$ cat src/system_reset_clock_strap_consts.svh
/*
  Timing counts and strap decode codes and values for the reset and strap block.
  Assumes inclusion by bare name from design files.
*/
`ifndef SYSTEM_RESET_CLOCK_STRAP_CONSTS_SVH
`define SYSTEM_RESET_CLOCK_STRAP_CONSTS_SVH

`define SYS_CLK_PERIOD_PS     25000
`define RESET_HOLD_TIME_US    100
`define RESET_HOLD_CYCLES     ((`RESET_HOLD_TIME_US * 1000000) / `SYS_CLK_PERIOD_PS)
`define FAST_SEL_33M_A        2'h0
`define FAST_SEL_48M          2'h1
`define FAST_SEL_66M          2'h2
`define FAST_SEL_33M_B        2'h3
`define FAST_KHZ_33M          17'h0_8233
`define FAST_KHZ_48M          17'h0_BB80
`define FAST_KHZ_66M          17'h1_048E
`define BUS_WIDTH_NARROW      5'h08
`define BUS_WIDTH_WIDE        5'h10

`endif

$ cat src/system_reset_clock_strap_pkg.sv
/*
  Types for the reset and strap block.
  Assumes no other package.
*/
`default_nettype none
package system_reset_clock_strap_pkg;
  typedef enum logic [1:0] {
    FAST_33M,
    FAST_48M,
    FAST_66M
  } fast_clock_t;

  typedef enum logic [1:0] {
    IN_RESET,
    HOLDING,
    RUNNING
  } reset_state_t;
endpackage
`default_nettype wire

$ cat src/system_reset_clock_strap.sv
/*
  Reset sequencer and strap capture: holds the combined reset out while
  power-on reset is asserted and for a fixed time after, latches board
  straps during reset, and forwards the 25 MHz reference.
  Assumes straps are synchronous to sys_clk and pulled low when undriven.
*/
`timescale 1ns/1ps
`default_nettype none
`include "system_reset_clock_strap_consts.svh"

module system_reset_clock_strap #(
  parameter int unsigned HOLD_CYCLES = `RESET_HOLD_CYCLES
) (
  input  wire logic                                sys_clk,
  input  wire logic                                rst,
  input  wire logic                                power_on_reset_in,
  input  wire logic [1:0]                          fast_pci_clock_select_strap,
  input  wire logic [1:0]                          core_multiplier_limit_strap,
  input  wire logic                                wide_boot_bus_strap,
  input  wire logic                                slow_reference_clock_in,
  input  wire logic                                video_reference_clock_in,
  input  wire logic [1:0]                          core_multiplier_request,
  output logic                                     pci_system_reset_out,
  output logic                                     reference_clock_out,
  output logic                                     video_clock_out,
  output logic                                     slow_clock_out,
  output system_reset_clock_strap_pkg::fast_clock_t fastPciClock,
  output logic [16:0]                              fastPciClockKhz,
  output logic [1:0]                               coreMultiplierLimit,
  output logic [1:0]                               coreMultiplier,
  output logic                                     wideBootBus,
  output logic [4:0]                               bootBusWidth
);

  system_reset_clock_strap_pkg::reset_state_t stateQ;
  logic [31:0] holdCountQ;
  logic [1:0]  fastSelQ;
  logic [1:0]  multLimitQ;
  logic        wideBootQ;
  logic        anyReset;

  // Either reset source forces the sequencer back to the start
  assign anyReset = rst | power_on_reset_in;

  always_ff @(posedge sys_clk or posedge rst) begin
    if (rst) begin
      stateQ     <= system_reset_clock_strap_pkg::IN_RESET;
      holdCountQ <= 32'h0000_0000;
    end else begin
      case (stateQ)
        system_reset_clock_strap_pkg::IN_RESET: begin
          holdCountQ <= 32'h0000_0000;
          if (!power_on_reset_in) begin
            stateQ <= system_reset_clock_strap_pkg::HOLDING;
          end
        end
        system_reset_clock_strap_pkg::HOLDING: begin
          if (power_on_reset_in) begin
            stateQ <= system_reset_clock_strap_pkg::IN_RESET;
          end else if (holdCountQ == HOLD_CYCLES - 1) begin
            stateQ <= system_reset_clock_strap_pkg::RUNNING;
          end else begin
            holdCountQ <= holdCountQ + 32'h0000_0001;
          end
        end
        default: begin
          if (power_on_reset_in) begin
            stateQ <= system_reset_clock_strap_pkg::IN_RESET;
          end
        end
      endcase
    end
  end

  // Output low only once the hold has expired
  assign pci_system_reset_out = anyReset
                              || (stateQ != system_reset_clock_strap_pkg::RUNNING);

  // Cycles spent with reset out high since the supply last let go
  logic [31:0] heldCycles;
  always_ff @(posedge sys_clk or posedge rst) begin
    if (rst) begin
      heldCycles <= 32'h0000_0000;
    end else if (power_on_reset_in) begin
      heldCycles <= 32'h0000_0000;
    end else if (pci_system_reset_out) begin
      heldCycles <= heldCycles + 32'h0000_0001;
    end
  end

  // Pins decoded ahead of the latch so every strap output comes from a flop
  system_reset_clock_strap_pkg::fast_clock_t fastClockD;
  logic [16:0]                               fastKhzD;
  logic [4:0]                                bootWidthD;

  always_comb begin
    case (fast_pci_clock_select_strap)
      `FAST_SEL_48M: begin
        fastClockD = system_reset_clock_strap_pkg::FAST_48M;
        fastKhzD   = `FAST_KHZ_48M;
      end
      `FAST_SEL_66M: begin
        fastClockD = system_reset_clock_strap_pkg::FAST_66M;
        fastKhzD   = `FAST_KHZ_66M;
      end
      default: begin
        // Both remaining codes select the slow rate
        fastClockD = system_reset_clock_strap_pkg::FAST_33M;
        fastKhzD   = `FAST_KHZ_33M;
      end
    endcase
  end

  assign bootWidthD = wide_boot_bus_strap ? `BUS_WIDTH_WIDE : `BUS_WIDTH_NARROW;

  // Straps track pins while reset is out, freeze at release
  always_ff @(posedge sys_clk or posedge rst) begin
    if (rst) begin
      fastSelQ        <= 2'h0;
      multLimitQ      <= 2'h0;
      wideBootQ       <= 1'b0;
      fastPciClock    <= system_reset_clock_strap_pkg::FAST_33M;
      fastPciClockKhz <= `FAST_KHZ_33M;
      bootBusWidth    <= `BUS_WIDTH_NARROW;
    end else if (pci_system_reset_out) begin
      fastSelQ        <= fast_pci_clock_select_strap;
      multLimitQ      <= core_multiplier_limit_strap;
      wideBootQ       <= wide_boot_bus_strap;
      fastPciClock    <= fastClockD;
      fastPciClockKhz <= fastKhzD;
      bootBusWidth    <= bootWidthD;
    end
  end

  assign coreMultiplierLimit = multLimitQ;

  logic [1:0] multiplierD;

  // Requests above the strapped ceiling are clamped, never passed
  assign multiplierD = (core_multiplier_request > multLimitQ)
                     ? multLimitQ : core_multiplier_request;

  // Lowest code while in reset: the ceiling is still moving then
  always_ff @(posedge sys_clk or posedge rst) begin
    if (rst) begin
      coreMultiplier <= 2'h0;
    end else if (pci_system_reset_out) begin
      coreMultiplier <= 2'h0;
    end else begin
      coreMultiplier <= multiplierD;
    end
  end

  assign wideBootBus = wideBootQ;

  // Reference clocks pass straight through; they are not sys_clk synchronous
  assign reference_clock_out = video_reference_clock_in;
  assign video_clock_out     = video_reference_clock_in;
  assign slow_clock_out      = slow_reference_clock_in;
endmodule
`default_nettype wire

$ cat config.mk
export PLATFORM = sky130hd
export DESIGN_NAME = system_reset_clock_strap
export DESIGN_NICKNAME = d
export VERILOG_FILES = /design/src/system_reset_clock_strap_pkg.sv /design/src/system_reset_clock_strap.sv
export VERILOG_INCLUDE_DIRS = /design/src
export SDC_FILE = /design/constraint.sdc
export NUM_CORES = 1
export LEC_CHECK = 0
export ABC_CLOCK_PERIOD_IN_PS = 4650
export BUFFER_PORTS_ARGS = -buffer_cell sky130_fd_sc_hd__buf_2
export CORE_ASPECT_RATIO = 1.5
export CORE_UTILIZATION = 40
export CTS_BUF_LIST = sky130_fd_sc_hd__clkbuf_8 sky130_fd_sc_hd__clkbuf_16
export DETAILED_ROUTE_END_ITERATION = 8
export PLACE_DENSITY = 0.64
export SETUP_SLACK_MARGIN = 0.4
export SYNTH_ARGS = -nofsm -noshare
export SYNTH_HDL_FRONTEND = slang
export SYNTH_SLANG_ARGS = --single-unit
$ cat constraint.sdc
create_clock -name sys_clk -period 4.65 [get_ports sys_clk]
set_input_delay 0.465 -clock sys_clk [delete_from_list [all_inputs] [get_ports sys_clk]]
set_output_delay 0.465 -clock sys_clk [all_outputs]
set_load 0.1 [all_outputs]
## Word-level counts from Yosys, hierarchy flattened

Index checks and enable logic that the tools add are counted.

- Add/sub/neg operators: 1
- Magnitude comparators: 1
- Equal/unequal tests: 9
- Muxes and demuxes: 13
- Bitwise logic cells: 1
- Reductions and logical operators: 6

Operator list:

| operator | count |
|---|---|
| 2-to-1 mux 32 bit | 2 |
| case mux 32 bit (2 select lines) | 1 |
| case mux 17 bit (2 select lines) | 1 |
| adder 32 x 1 -> 32 bit (second input constant) | 1 |
| == test 32 x 12 -> 1 bit (second input constant) | 1 |
| 2-to-1 mux 2 bit | 6 |
| != test 2 bit (second input constant) | 4 |
| case mux 2 bit (2 select lines) | 2 |
| AND reduction 3 bit | 2 |
| 2-to-1 mux 5 bit | 1 |
| == test 2 x 1 -> 1 bit (second input constant) | 2 |
| != test 3 bit (second input constant) | 1 |
| nonzero test 3 bit | 1 |
| == test 2 bit (second input constant) | 1 |
| > comparator 2 bit | 1 |
| zero test 2 bit | 1 |
| nonzero test 2 bit | 1 |
| logical OR 1 bit | 1 |
| OR 1 bit | 1 |

- Register bits: 63
- Bits of input ports: 12
- Output and inout port bits: 33
- Logic and storage cells: 39

## Logic depth before layout (Yosys ltp)

Gate-level depths: netlist of the first run.

- Depth in word-level cells: 4
- Depth in mapped cells: 7
- Mapped depth without buffers: 7

## Worst setup path after synthesis of the first run

OpenSTA, ideal clock, no wires.

- Kind: input to output
- From: input port power_on_reset_in
- To: output port pci_system_reset_out
- Data arrival time: 2.081 ns
- Data required time: 4.185 ns
- Path slack: 2.104 ns
- Stages: 4
- Buffers on the path: 2
- Path through: clkbuf_1 > nor3_1 > inv_1 > clkbuf_1

- Word-level cells in the longest chain between the ends: 2

Ends and longest elaborated chain:

| element | RTL line | text |
|---|---|---|
| start, declared | system_reset_clock_strap.sv:16 | `input wire logic power_on_reset_in,` |
| OR 1 bit | system_reset_clock_strap.sv:43 | `assign anyReset = rst \| power_on_reset_in;` |
| logical OR 1 bit | system_reset_clock_strap.sv:77 | `\|\| (stateQ != system_reset_clock_strap_pkg::RUNNING);` |
| end, declared | system_reset_clock_strap.sv:23 | `output logic pci_system_reset_out,` |

No other way between the ends.

## Final worst setup path of the first run

- From: register stateQ[0]
- To: register holdCountQ[28]

- Word-level cells in the longest chain between the ends: 3
- Elaborated cells between the ends (all ways): 7
- Those cells by class: eq/ne (3); mux (1); reduce/logical (3)

Ends and longest elaborated chain:

| element | RTL line | text |
|---|---|---|
| start, declared | system_reset_clock_strap.sv:35 | `system_reset_clock_strap_pkg::reset_state_t stateQ;` |
| start signal, assigned | system_reset_clock_strap.sv:47 | `stateQ <= system_reset_clock_strap_pkg::IN_RESET;` |
| start signal, assigned | system_reset_clock_strap.sv:54 | `stateQ <= system_reset_clock_strap_pkg::HOLDING;` |
| start signal, assigned | system_reset_clock_strap.sv:59 | `stateQ <= system_reset_clock_strap_pkg::IN_RESET;` |
| == test 2 x 1 -> 1 bit / zero test 2 bit (equally long branches) | system_reset_clock_strap.sv:50 | `case (stateQ)` |
| != test 2 bit (no source line) / nonzero test 2 bit (equally long branches) | -- |  |
| AND reduction 3 bit (no source line) | -- |  |
| end signal, assigned | system_reset_clock_strap.sv:63 | `holdCountQ <= holdCountQ + 32'h0000_0001;` |
| end, declared | system_reset_clock_strap.sv:36 | `logic [31:0] holdCountQ;` |

Parallel ways exist; a longest one is shown, timed or not.
A chain may end at the register's enable or synchronous reset.

==> impl_summary.log, run 1 <==
INFO  metric drc = 0
INFO  metric synth_enable_flop_cells = 0
INFO  metric part_of_the_total_power_dissipated_in_sequential_elements = 49.8%
INFO  metric via_count = 2,439
INFO  metric timing.hold.worst_endpoint = bootBusWidth[3]
INFO  metric detailed_place_hpwl = 4.66 mm
INFO  metric combinationalPowerShare = 20.2%
INFO  metric track_usage = approximately a fifth
INFO  metric synth_common_cells = sky130_fd_sc_hd__nand2_1, sky130_fd_sc_hd__dfrtp_1, sky130_fd_sc_hd__a31oi_1, sky130_fd_sc_hd__buf_4, sky130_fd_sc_hd__o21ai_0
INFO  metric seqCellArea = 0.00116 mm²
INFO  metric post-cts-setup-buffer-count = 0
INFO  metric fraction_of_synthesized_cell_area_taken_by_the_top_area_cell_type = approximately 37%
INFO  metric yosys-top-cells-area = sky130_fd_sc_hd__dfrtp_1, sky130_fd_sc_hd__nand2_1, sky130_fd_sc_hd__buf_4, sky130_fd_sc_hd__a31oi_1, sky130_fd_sc_hd__dfstp_2
INFO  metric yosys_register_bits = 46
INFO  metric grt_ovf = 0
INFO  metric fin_crit_sh = 57.7%
INFO  metric placementRows = 37
INFO  metric antenna_violations_before_repair = 0
INFO  metric setup_ws = ~2.0 ns
INFO  metric start_kind = register
INFO  metric worstReg2RegStart = stateQ[0]
INFO  metric routabilityCongestion = 0.868
INFO  metric cp.required = between 4 and 5 ns
INFO  metric routed_via_density = 5.96
INFO  metric max_cap_violations = 0
INFO  metric worst_r2r_path_depth = 5
INFO  metric internal = 550 µW
INFO  metric sequential_share_of_the_synthesized_area = 41.2%
INFO  metric min-delay-start = wide_boot_bus_strap
INFO  metric h-tree-depth = 2
INFO  metric outcome = complete, no violations
INFO  metric yosys.cell_count.top_type = sky130_fd_sc_hd__nand2_1
INFO  metric ant_nets = 0
INFO  metric total_leakage_power = 1.30 nW
INFO  metric avgSynthCellArea = 8.83 µm²
INFO  metric mapped_cell_area = ~0.0028 mm²
INFO  metric final.setup.tns = 0 ns
INFO  metric worstSetupEndpointType = register
INFO  metric setup.worst_path.class = reg2reg
INFO  metric cts-buffers-inserted = 5
INFO  metric ctsRootBufferMaster = sky130_fd_sc_hd__clkbuf_8
INFO  metric fraction_of_power_consumed_by_the_clock_network = 30.0%
INFO  metric place.port_buffers = 34
INFO  metric reg2reg_slack = 1.97 ns
INFO  metric irDropWorstVdd = 0.000100 V
INFO  metric avgRoutedWirePerCell = 16.2 µm
INFO  metric final_period_minus_worst_setup_slack = 2.68 ns
INFO  metric chip_height = 105 µm
INFO  metric cell_type_with_the_largest_total_area_after_synthesis = sky130_fd_sc_hd__dfrtp_1
INFO  metric postSynthCellCount = 318
INFO  metric floorplan.die.width = 70.4 µm
INFO  metric initial_core_utilization = about two fifths
INFO  metric setup_viol_count_final = 0
INFO  metric max-clock-path-buffers = 2
INFO  metric clkLatencyLatePin = between 0.3 and 0.4 ns
INFO  metric setup_repair_after_global_routing_missed_its_margin = no
INFO  metric drt_wl_total = approximately 6.6 mm
INFO  metric power.density_cell_area = between 200 and 300 mW/mm²
INFO  metric clk_pin_slew_worst_paths = ~0.09 ns
INFO  metric grt_max_degree = 47
INFO  metric cp.arrival = 2.90 ns
INFO  metric first_global_vias = 2,375
INFO  metric report.final.slew_viol_count = 0
INFO  metric clock_sinks = 46
INFO  metric synth-async-reset-ratio = 100%
INFO  metric slowest_delay = 0.70 ns
INFO  metric min-delay-path-class = in2reg
INFO  metric multi_input_comb_area = 0.00138 mm²
INFO  metric grt_pass1_wl = between 10 and 15 mm
INFO  metric cts_hold_buffers = 0
INFO  metric detailedRoute.firstPassIterationCount = 4
INFO  metric drt_first_iter_violations = 100
INFO  metric post-place-ws = 2.00 ns
INFO  metric crit_fanout = 16
INFO  metric hold_depth = 2
INFO  metric core_area = 0.00681 mm²
INFO  metric final.setup_skew = 0.0136 ns
INFO  metric timing_worst_slew_pin_value = 1.10 ns
INFO  metric switching_power = 286 µW
INFO  metric final.fill_count = just under 700
INFO  metric worst_path_cell_chain = nand2b_1 -> nor2_2 -> o31ai_2 -> or2_1 -> o31ai_1
INFO  metric ctsResizeCount = 0
INFO  metric pin_count = 45
INFO  metric dominant_register_cell_in_the_synthesized_netlist = sky130_fd_sc_hd__dfrtp_1
INFO  metric critPathSlowestCell = sky130_fd_sc_hd__nor2_2
INFO  metric tightest_slew_margin_relative_to_the_limit = around a quarter
INFO  metric synth-warning-count = 0
INFO  metric tritoncts = done
INFO  metric insertedDiodeCount = 0
INFO  metric nNetsFinal = 350
INFO  metric sw_frac_of_total = 34.2%
INFO  metric yosysUniqueCellTypes = 47
INFO  metric regToRegEndpoint = holdCountQ[28]
INFO  metric floorplan_die_area = 0.00736 mm²
INFO  metric hold_violations = 0
INFO  metric clock.fmax = 373 MHz
INFO  metric final_layout_size_suffix_gt1_share = 18.7%
INFO  metric area_delta_synth_final = 5.62%
==> metal layers <==
layer	part of all wire [%]	up-vias	track usage, %
met5	0	-	0
met4	4.5	0	12.0
met3	4.8	22	3.66
met2	50	93	32.0
met1	41	1164	22.6
li1	-	1160	-
==> worst max-delay path by stage <==
stage                            startpoint                   end  cells after the start
after CTS                         stateQ[1]        holdCountQ[28]                      5
after global placement            stateQ[1]        holdCountQ[28]                      5
after detailed placement          stateQ[1]        holdCountQ[28]                      5
final                             stateQ[0]        holdCountQ[28]                      5
after global routing              stateQ[0]        holdCountQ[28]                      5
after floorplan           power_on_reset_in  pci_system_reset_out                      4
==> cell families (layout without fill, tap and decap cells) <==
logic type      count (synthesis)  count (layout)  synth area share (%)
buf+inv                        51              60                  10.3
flops                          46              46                  41.2
other cells                     1               5                 0.134
simple gates                  126             126                  23.9
fa+ha+maj                       8               8                  3.57
mux                             2               2                 0.713
compound gates                 84              84                  20.2
==> cell type report <==
class,count,share of cell area [%]
multi-input cells,225,46.4
inverters,16,2.03
clock inverters,2,0.253
repair buffers,36,6.25
well taps,78,3.29
flip-flops and latches,46,39.0
clock buffers,6,2.79
==> cells in the final DEF, fill, tap and decap left out, drive strengths merged <==
cell type	synthesis	final
nor3b	1	1
dfrtp	42	42
nor2b	2	2
a21oi	19	19
nand2b	3	3
and2	3	3
clkbuf	9	6
o31ai	8	8
dfstp	4	4
and4	2	2
or3	3	3
nand4	15	15
nand2	48	48
o311ai	1	1
inv	16	18
a31oi	23	23
a41oi	5	5
a41o	1	1
a21o	1	1
buf	26	36
ha	8	8
mux2i	2	2
o41ai	4	4
or4b	1	1
nand3	8	8
nor4	9	9
nor3	7	7
or2	1	1
nand4b	2	2
o21ai	21	21
nor4b	1	1
and3	2	2
a31o	1	1
nor2	18	18
conb	1	5
==> sequential cells by signal, summed over array words and instances, names as in the netlist <==
name                 count
holdCountQ              32
fastPciClockKhz          5
bootBusWidth             2
coreMultiplierLimit      2
coreMultiplier           2
stateQ                   2
fastPciClock             1
==> metrics by stage <==
step | power [mW] | instance area [µm²] | hold slack [ns] | util (%) | cells
2_1_floorplan | 0.592 | 2820 | 0.459 | - | 322
3_3_place_gp | 0.593 | 2870 | 0.450 | 42.2 | 401
3_5_place_dp | 0.594 | 2870 | 0.458 | 42.2 | 401
4_1_cts | 0.848 | 2960 | 0.288 | 43.6 | 409
5_1_grt | 0.876 | 2960 | 0.295 | 43.6 | 409
6_report | 0.836 | 2960 | 0.299 | 43.6 | 409
==> worst max-delay path, delay by kind of cell, from the launching register on <==
kind             cells  cell delay [ns]
AO/OA/AOI/OAI        2             0.61
flip-flops           1             0.48
AND/OR/NAND/NOR      3             1.49
==> power by group through the flow <==
stage,Combinational [mW],Clock [mW],Sequential [mW]
after global placement,0.169,0,0.424
after detailed placement,0.170,0,0.424
final,0.168,0.251,0.416
after floorplan,0.128,0,0.464
after CTS,0.170,0.261,0.417
after global routing,0.179,0.279,0.418
No activity file was read; power rests on OpenSTA's default activity.
==> run 2: changes to the inputs <==
- ABC_AREA: not set -> 1
- ABC_CLOCK_PERIOD_IN_PS: 4650 -> 2200
- PLACE_DENSITY: 0.64 -> 0.65
- clock period: 4.65 -> 2.2 ns (I/O delays scaled with it)
==> impl_summary.log, run 2 <==
INFO  metric outcome = finished with violations
INFO  metric failed_checks = hold timing
INFO  metric clkLatencyLatePin = 0.29 ns (-0.02 ns)
INFO  metric detailedRoute.firstPassIterationCount = 5 (+1)
INFO  metric final.setup_skew = 0.00820 ns (-0.00541 ns)
INFO  metric floorplan_die_area = 0.00823 mm² (+12%)
INFO  metric hold_violations = 18 (+18)
INFO  metric avgRoutedWirePerCell = 13.9 µm (-14%)
INFO  metric routed_via_density = 5.07 (-15%)
INFO  metric final_core_util = 48.7% (+5.2 points)
INFO  metric track_usage = 20.2% (+0.89 points)
INFO  metric largest_reg_flops = 32 (unchanged)
INFO  metric cell_type_with_the_largest_total_area_after_synthesis = sky130_fd_sc_hd__dfrtp_1
INFO  metric grt_ovf = 0 (unchanged)
INFO  metric tightest_slew_margin_relative_to_the_limit = 66.2% (+40 points)
INFO  metric floorplan.die.width = 74.4 µm (+5.7%)
INFO  metric dominant_register_cell_in_the_synthesized_netlist = sky130_fd_sc_hd__dfrtp_1
INFO  metric max_cap_violations = 0 (unchanged)
INFO  metric placementRows = 39 (+5.4%)
INFO  metric chip_height = 111 µm (+5.8%)
INFO  metric grt_max_degree = 45 (-4.3%)
INFO  metric worstSetupEndpointType = register
INFO  metric routabilityCongestion = 0.909 (+4.8%)
INFO  metric dpl.cell_count = 584 (+46%)
INFO  metric ant_nets = 0 (unchanged)
INFO  metric crit_fanout = 6 (-10)
INFO  metric timing_worst_slew_pin_value = 0.506 ns (-0.599 ns)
INFO  metric power.density_cell_area = 557 mW/mm² (+97%)
INFO  metric tritoncts = done
INFO  metric pin_count = 45 (unchanged)
INFO  metric nNetsFinal = 524 (+50%)
INFO  metric final.setup.tns = 0 ns (unchanged)
INFO  metric irDropWorstVdd = 0.000519 V (+420%)
INFO  metric max-clock-path-buffers = 2 (unchanged)
INFO  metric synth_enable_flop_cells = 0 (unchanged)
INFO  metric h-tree-depth = 2 (unchanged)
INFO  metric whs = -0.00863 ns (-0.308 ns)
INFO  metric place.port_buffers = 34 (unchanged)
INFO  metric layout_commonest_cell = sky130_fd_sc_hd__nand2_1
INFO  metric synth-warning-count = 0 (unchanged)
INFO  metric fin_crit_sh = 77.5% (+20 points)
INFO  metric grt_pass1_wl = 12.8 mm (+13%)
INFO  metric core_area = 0.00761 mm² (+12%)
INFO  metric setup_repair_after_global_routing_missed_its_margin = no
INFO  metric multi_input_comb_area = 0.00169 mm² (+23%)
INFO  metric yosys_register_bits = 46 (unchanged)
INFO  metric yosys.cell_count.top_type = sky130_fd_sc_hd__nand2_1
INFO  metric fraction_of_synthesized_cell_area_taken_by_the_top_area_cell_type = 33.4% (-4.0 points)
INFO  metric most-common-layout-cells = sky130_fd_sc_hd__nand2_1, sky130_fd_sc_hd__nor2_1, sky130_fd_sc_hd__nand3_1, sky130_fd_sc_hd__inv_1, sky130_fd_sc_hd__dfrtp_1
INFO  metric min-delay-path-class = in2async
INFO  metric clk_pin_slew_worst_paths = 0.06 ns (-0.03 ns)
INFO  metric cp.required = 2.42 ns (-2.44 ns)
INFO  metric postSynthCellCount = 468 (+47%)
INFO  metric final_period_minus_worst_setup_slack = 1.70 ns (-0.979 ns)
INFO  metric mapped_cell_area = 0.00315 mm² (+12%)
INFO  metric cts_hold_buffers = 0 (unchanged)
INFO  metric synth_common_cells = sky130_fd_sc_hd__nand2_1, sky130_fd_sc_hd__nor2_1, sky130_fd_sc_hd__nand3_1
INFO  metric first_global_vias = 2,832 (+19%)
INFO  metric clock.fmax = 587 MHz (+57%)
INFO  metric ctsRootBufferMaster = sky130_fd_sc_hd__clkbuf_16
INFO  metric drc = 0 (unchanged)
INFO  metric initial_core_utilization = 41.3% (+0.082 points)
INFO  metric synth-async-reset-ratio = 100% (unchanged)
INFO  metric yosysUniqueCellTypes = 30 (-36%)
INFO  metric start_kind = register
INFO  metric insertedDiodeCount = 0 (unchanged)
INFO  metric final.fill_count = 766 (+13%)
INFO  metric setup_viol_count_final = 0 (unchanged)
INFO  metric drt_wl_total = 8.47 mm (+28%)
INFO  metric via_count = 3,077 (+26%)
INFO  metric sequential_share_of_the_synthesized_area = 36.8% (-4.4 points)
INFO  metric detailed_place_hpwl = 5.67 mm (+22%)
INFO  metric reg_top3 = holdCountQ x32, fastPciClockKhz x5
INFO  metric report.final.slew_viol_count = 0 (unchanged)
INFO  metric area_delta_synth_final = 17.9%
INFO  metric cp.arrival = 1.92 ns (-0.98 ns)
INFO  metric clock_sinks = 46 (unchanged)
INFO  metric drt_first_iter_violations = 207 (+110%)
INFO  metric final_cell_count_no_fill = 607 (+48%)
INFO  metric cts-buffers-inserted = 5 (unchanged)
INFO  metric total_power = 2.07 mW (+150%)
INFO  metric final_layout_size_suffix_gt1_share = 18.6% (-0.12 points)
INFO  metric setup.worst_path.class = reg2reg
INFO  metric antenna_violations_before_repair = 0 (unchanged)
INFO  metric total_leakage_power = 1.69 nW (+30%)
INFO  metric seqCellArea = 0.00116 mm² (+0.11%)
INFO  metric avgSynthCellArea = 6.72 µm² (-24%)
INFO  metric largest_register = holdCountQ
INFO  metric yosys-top-cells-area = sky130_fd_sc_hd__dfrtp_1, sky130_fd_sc_hd__nand2_1, sky130_fd_sc_hd__nor2_1, sky130_fd_sc_hd__nand3_1, sky130_fd_sc_hd__buf_4
==> run 2: final cells by class <==
cell class	instances	area share, %
Clock buffer	6	3.74
Clock inverter	2	0.202
Inverter	45	4.62
Multi-Input combinational cell	353	45.5
Sequential cell	46	31.2
Tap cell	102	3.44
Timing Repair Buffer	53	11.2
==> run 2: what timing repair did <==
| action | CTS | global route |
|---|---|---|
| setup endpoints to repair | 24 | 32 |
| pin swaps | 0 | 5 |
| setup buffers | 3 | 4 |
| hold endpoints to repair | 0 | 0 |
| cloned | 0 | 8 |
| gates resized for setup | 1 | 20 |
==> run 2: power breakdown <==
part	switching [mW]	internal [mW]	total (mW)
clock	0.310	0.444	0.754
sequential	0.0214	0.870	0.891
combinational	0.331	0.0894	0.420
total	0.662	1.40	2.07
==> run 2: path summary, 6_finish.rpt <==
kind | to | from | cells past startpoint | slack (ns)
setup / recovery | holdCountQ[7] | holdCountQ[4] | 9 | 0.50
hold / removal | coreMultiplierLimit[0] | rst | 2 | -0.009
setup reg to reg | holdCountQ[7] | holdCountQ[4] | 9 | 0.50
hold reg to reg | fastPciClockKhz[1] | fastPciClockKhz[1] | 2 | 0.49
max in group asynchronous | holdCountQ[23] | rst | 3 | 1.61
min in group sys_clk | bootBusWidth[3] | wide_boot_bus_strap | 2 | 0.10
==> run 2: through the flow <==
| stage | area [µm²] | setup WS, ns |
|---|---|---|
| after detailed placement | 3290 | 0.314 |
| after floorplan | 3160 | 0.490 |
| final | 3710 | 0.496 |
| after CTS | 3460 | 0.428 |
| after global placement | 3290 | 0.396 |
| after global routing | 3710 | 0.367 |
==> run 2: worst max-delay path, cell delays in order (launching register included) <==
cell                        delay [ns]
sky130_fd_sc_hd__dfrtp_1          0.43
sky130_fd_sc_hd__inv_1            0.10
sky130_fd_sc_hd__nor2_2           0.19
sky130_fd_sc_hd__nand3_1          0.12
sky130_fd_sc_hd__nor2_2           0.18
sky130_fd_sc_hd__nand3_4          0.12
sky130_fd_sc_hd__nand3_4          0.20
sky130_fd_sc_hd__clkbuf_16        0.19
sky130_fd_sc_hd__nand2_1          0.05
sky130_fd_sc_hd__o21ai_1          0.07
==> run 2: routing by layer <==
metal	vias up	global-route usage, %	wire length [µm]
met1	1433	23.1	3320
li1	1525	-	-
met3	20	3.92	469
met4	0	9.81	256
met5	-	0	0
met2	99	34.7	4420
==> run 2: kinds of logic (layout without fill, tap and decap cells) <==
group                    Yosys count  count (layout)  synth area share, %
buffers and inverters             74             106                 12.4
other                              1               5                0.119
adder cells (fa/ha/maj)            8               8                 3.18
flip-flops                        46              46                 36.8
XOR/XNOR                           1               1                0.278
AO/OA/AOI/OAI                     55              55                 8.99
AND/OR/NAND/NOR                  283             284                 38.2
==> run 3: changes to the inputs <==
- ABC_CLOCK_PERIOD_IN_PS: 2200 -> 1600
- PLACE_DENSITY: 0.65 -> 0.63
- clock period: 2.2 -> 1.6 ns (I/O delays scaled with it)
==> impl_summary.log, run 3 (same netlist as run 2, synthesis figures left out) <==
INFO  metric ant_nets = 0 (unchanged)
INFO  metric final.setup_skew = 0.00824 ns (+0.0000469 ns)
INFO  metric routed_via_density = 5.19 (+2.5%)
INFO  metric setup_repair_after_global_routing_missed_its_margin = yes
INFO  metric final.setup.tns = -0.744 ns (-0.744 ns)
INFO  metric floorplan.die.width = 74.4 µm (unchanged)
INFO  metric antenna_violations_before_repair = 0 (unchanged)
INFO  metric dpl.cell_count = 607 (+3.9%)
INFO  metric crit_path_frequent_cell = sky130_fd_sc_hd__nand2_2
INFO  metric max_cap_violations = 0 (unchanged)
INFO  metric drt_wl_total = 9.97 mm (+18%)
INFO  metric insertedDiodeCount = 0 (unchanged)
INFO  metric multi_input_comb_area = 0.00197 mm² (+16%)
INFO  metric finish.instance_area = 0.00473 mm² (+27%)
INFO  metric report.final.slew_viol_count = 0 (unchanged)
INFO  metric timing.hold.worst_endpoint = bootBusWidth[3]
INFO  metric failed_checks = setup timing
INFO  metric min-delay-path-class = in2reg
INFO  metric worstSetupEndpointType = register
INFO  metric worst_r2r_path_depth = 10 (+1)
INFO  metric routabilityCongestion = 0.906 (-0.38%)
INFO  metric seqCellArea = 0.00118 mm² (+2.3%)
INFO  metric reg2reg_slack = -0.05 ns (-0.55 ns)
INFO  metric floorplan_die_area = 0.00823 mm² (unchanged)
INFO  metric critPathSlowestCell = sky130_fd_sc_hd__dfrtp_1
INFO  metric core_area = 0.00761 mm² (unchanged)
INFO  metric outcome = finished with violations
INFO  metric initial_core_utilization = 41.3% (unchanged)
INFO  metric clock_sinks = 46 (unchanged)
INFO  metric total_power = 3.37 mW (+63%)
INFO  metric detailedRoute.firstPassIterationCount = 4 (-1)
INFO  metric worst_setup_path_startpoint = holdCountQ[1]
INFO  metric final_cell_count_no_fill = 642 (+5.8%)
INFO  metric clock.fmax = 604 MHz (+3.0%)
INFO  metric ctsRootBufferMaster = sky130_fd_sc_hd__clkbuf_16
INFO  metric cts-buffers-inserted = 5 (unchanged)
INFO  metric detailed_place_hpwl = 6.01 mm (+6.0%)
INFO  metric post-place-ws = -0.0182 ns (-0.332 ns)
INFO  metric track_usage = 23.9% (+3.7 points)
INFO  metric start_kind = register
INFO  metric whs = 0.0288 ns (+0.0374 ns)
INFO  metric largest_reg_flops = 32 (unchanged)
INFO  metric drt_first_iter_violations = 184 (-11%)
INFO  metric cp.required = 1.78 ns (-0.64 ns)
INFO  metric clk_pin_slew_worst_paths = 0.07 ns (about the same)
INFO  metric setup_viol_count_final = 29 (+29)
INFO  metric setup_ws = -0.0546 ns (-0.551 ns)
INFO  metric avgRoutedWirePerCell = 15.5 µm (+11%)
INFO  metric setup.worst_path.class = reg2reg
INFO  metric power.density_cell_area = 713 mW/mm² (+28%)
INFO  metric min-delay-start = wide_boot_bus_strap
INFO  metric first_global_vias = 3,152 (+11%)
INFO  metric final_period_minus_worst_setup_slack = 1.65 ns (-0.0495 ns)
INFO  metric area_delta_synth_final = 50.3%
INFO  metric largest_register = holdCountQ
INFO  metric reg_top3 = holdCountQ x32, fastPciClockKhz x5
INFO  metric regToRegEndpoint = holdCountQ[4]
INFO  metric layout_commonest_cell = sky130_fd_sc_hd__nand2_1
INFO  metric post_dp_cell_area = 0.00355 mm² (+8.1%)
INFO  metric worst_path_cell_chain = ha_2 -> nand2_2 -> nor2_4 -> nand2_2 -> inv_2 -> nand3_2 -> nand3_4 -> buf_12 -> clkbuf_16 -> o21ai_2
INFO  metric crit_fanout = 8 (+2)
INFO  metric cp.arrival = 1.84 ns (-0.08 ns)
INFO  metric drc = 0 (unchanged)
INFO  metric critical_path.top_delay_family = simple AND/OR/NAND/NOR gates
INFO  metric max-clock-path-buffers = 2 (unchanged)
INFO  metric grt_pass1_wl = 15.0 mm (+17%)
INFO  metric hold_violations = 0 (-18)
INFO  metric grt_ovf = 0 (unchanged)
INFO  metric slowest_delay = 0.37 ns (-0.06 ns)
INFO  metric place.port_buffers = 34 (unchanged)
INFO  metric fin_crit_sh = 103% (+26 points)
INFO  metric irDropWorstVdd = 0.000352 V (-32%)
INFO  metric final_layout_size_suffix_gt1_share = 40.7% (+22 points)
INFO  metric final_core_util = 62.1% (+13 points)
INFO  metric grt_max_degree = 39 (-13%)
INFO  metric via_count = 3,335 (+8.4%)
INFO  metric h-tree-depth = 2 (unchanged)
INFO  metric clkLatencyLatePin = 0.30 ns (about the same)
INFO  metric pin_count = 45 (unchanged)
INFO  metric final.fill_count = 642 (-16%)
INFO  metric tritoncts = done
INFO  metric chip_height = 111 µm (unchanged)
INFO  metric nNetsFinal = 559 (+6.7%)
INFO  metric most-common-layout-cells = sky130_fd_sc_hd__nand2_1, sky130_fd_sc_hd__nor2_1, sky130_fd_sc_hd__nand3_1, sky130_fd_sc_hd__buf_4, sky130_fd_sc_hd__inv_1
INFO  metric critical_path_buf_inv_count = 3 (+1)
INFO  metric hold_depth = 2
INFO  metric placementRows = 39 (unchanged)
INFO  metric total_leakage_power = 2.13 nW (+26%)
INFO  metric worstReg2RegStart = holdCountQ[1]
-- run 3: cell types whose count changed in the layout (fill, tap and decap cells not counted), moves of 14 or more --
cell / change
sky130_fd_sc_hd__nand2_1: -39
sky130_fd_sc_hd__nand2_2: +31
sky130_fd_sc_hd__buf_4: +29
sky130_fd_sc_hd__buf_2: -24
sky130_fd_sc_hd__buf_12: +23
sky130_fd_sc_hd__o21ai_2: +22
sky130_fd_sc_hd__nor2_1: -14
-- run 3: layer usage --
metal | GRT usage, % | share of wire [%] | vias to the layer above
met5 | 0 | 0 | -
met4 | 10.7 | 6.4 | 0
met3 | 2.92 | 3.9 | 48
met2 | 42.8 | 54 | 122
met1 | 27.1 | 36 | 1568
li1 | - | - | 1597
-- run 3: where the power goes --
part | switching, mW | leakage (nW) | internal, mW
Clock | 0.470 | 0.0940 | 0.898
Sequential | 0.0479 | 0.604 | 1.20
Combinational | 0.497 | 1.43 | 0.254
Total | 1.01 | 2.13 | 2.35
-- run 3: what timing repair did --
action,4_1_cts,5_1_grt
endpoints found under the hold margin,4,0
resized for setup,115,89
setup endpoints to repair,70,67
pin swaps,16,6
hold buffers,1,0
gates cloned,3,3
buffers inserted,14,6
-- run 3: how the worst max path moves through the flow --
stage,to,slack [ns],depth (start not counted)
2_1_floorplan,coreMultiplier[0],0.11,7
3_3_place_gp,holdCountQ[9],0.03,8
6_report,holdCountQ[4],-0.05,10
5_1_grt,holdCountQ[31],-0.15,10
4_1_cts,holdCountQ[8],0.0007,10
3_5_place_dp,holdCountQ[3],-0.02,10
-- run 3: cell type report --
| class | count | share of cell area [%] |
|---|---|---|
| repair buffers | 89 | 22.7 |
| clock buffers | 5 | 2.65 |
| clock inverters | 3 | 1.46 |
| flip-flops and latches | 46 | 25.0 |
| multi-input cells | 352 | 41.6 |
| well taps | 102 | 2.70 |
| inverters | 45 | 3.84 |
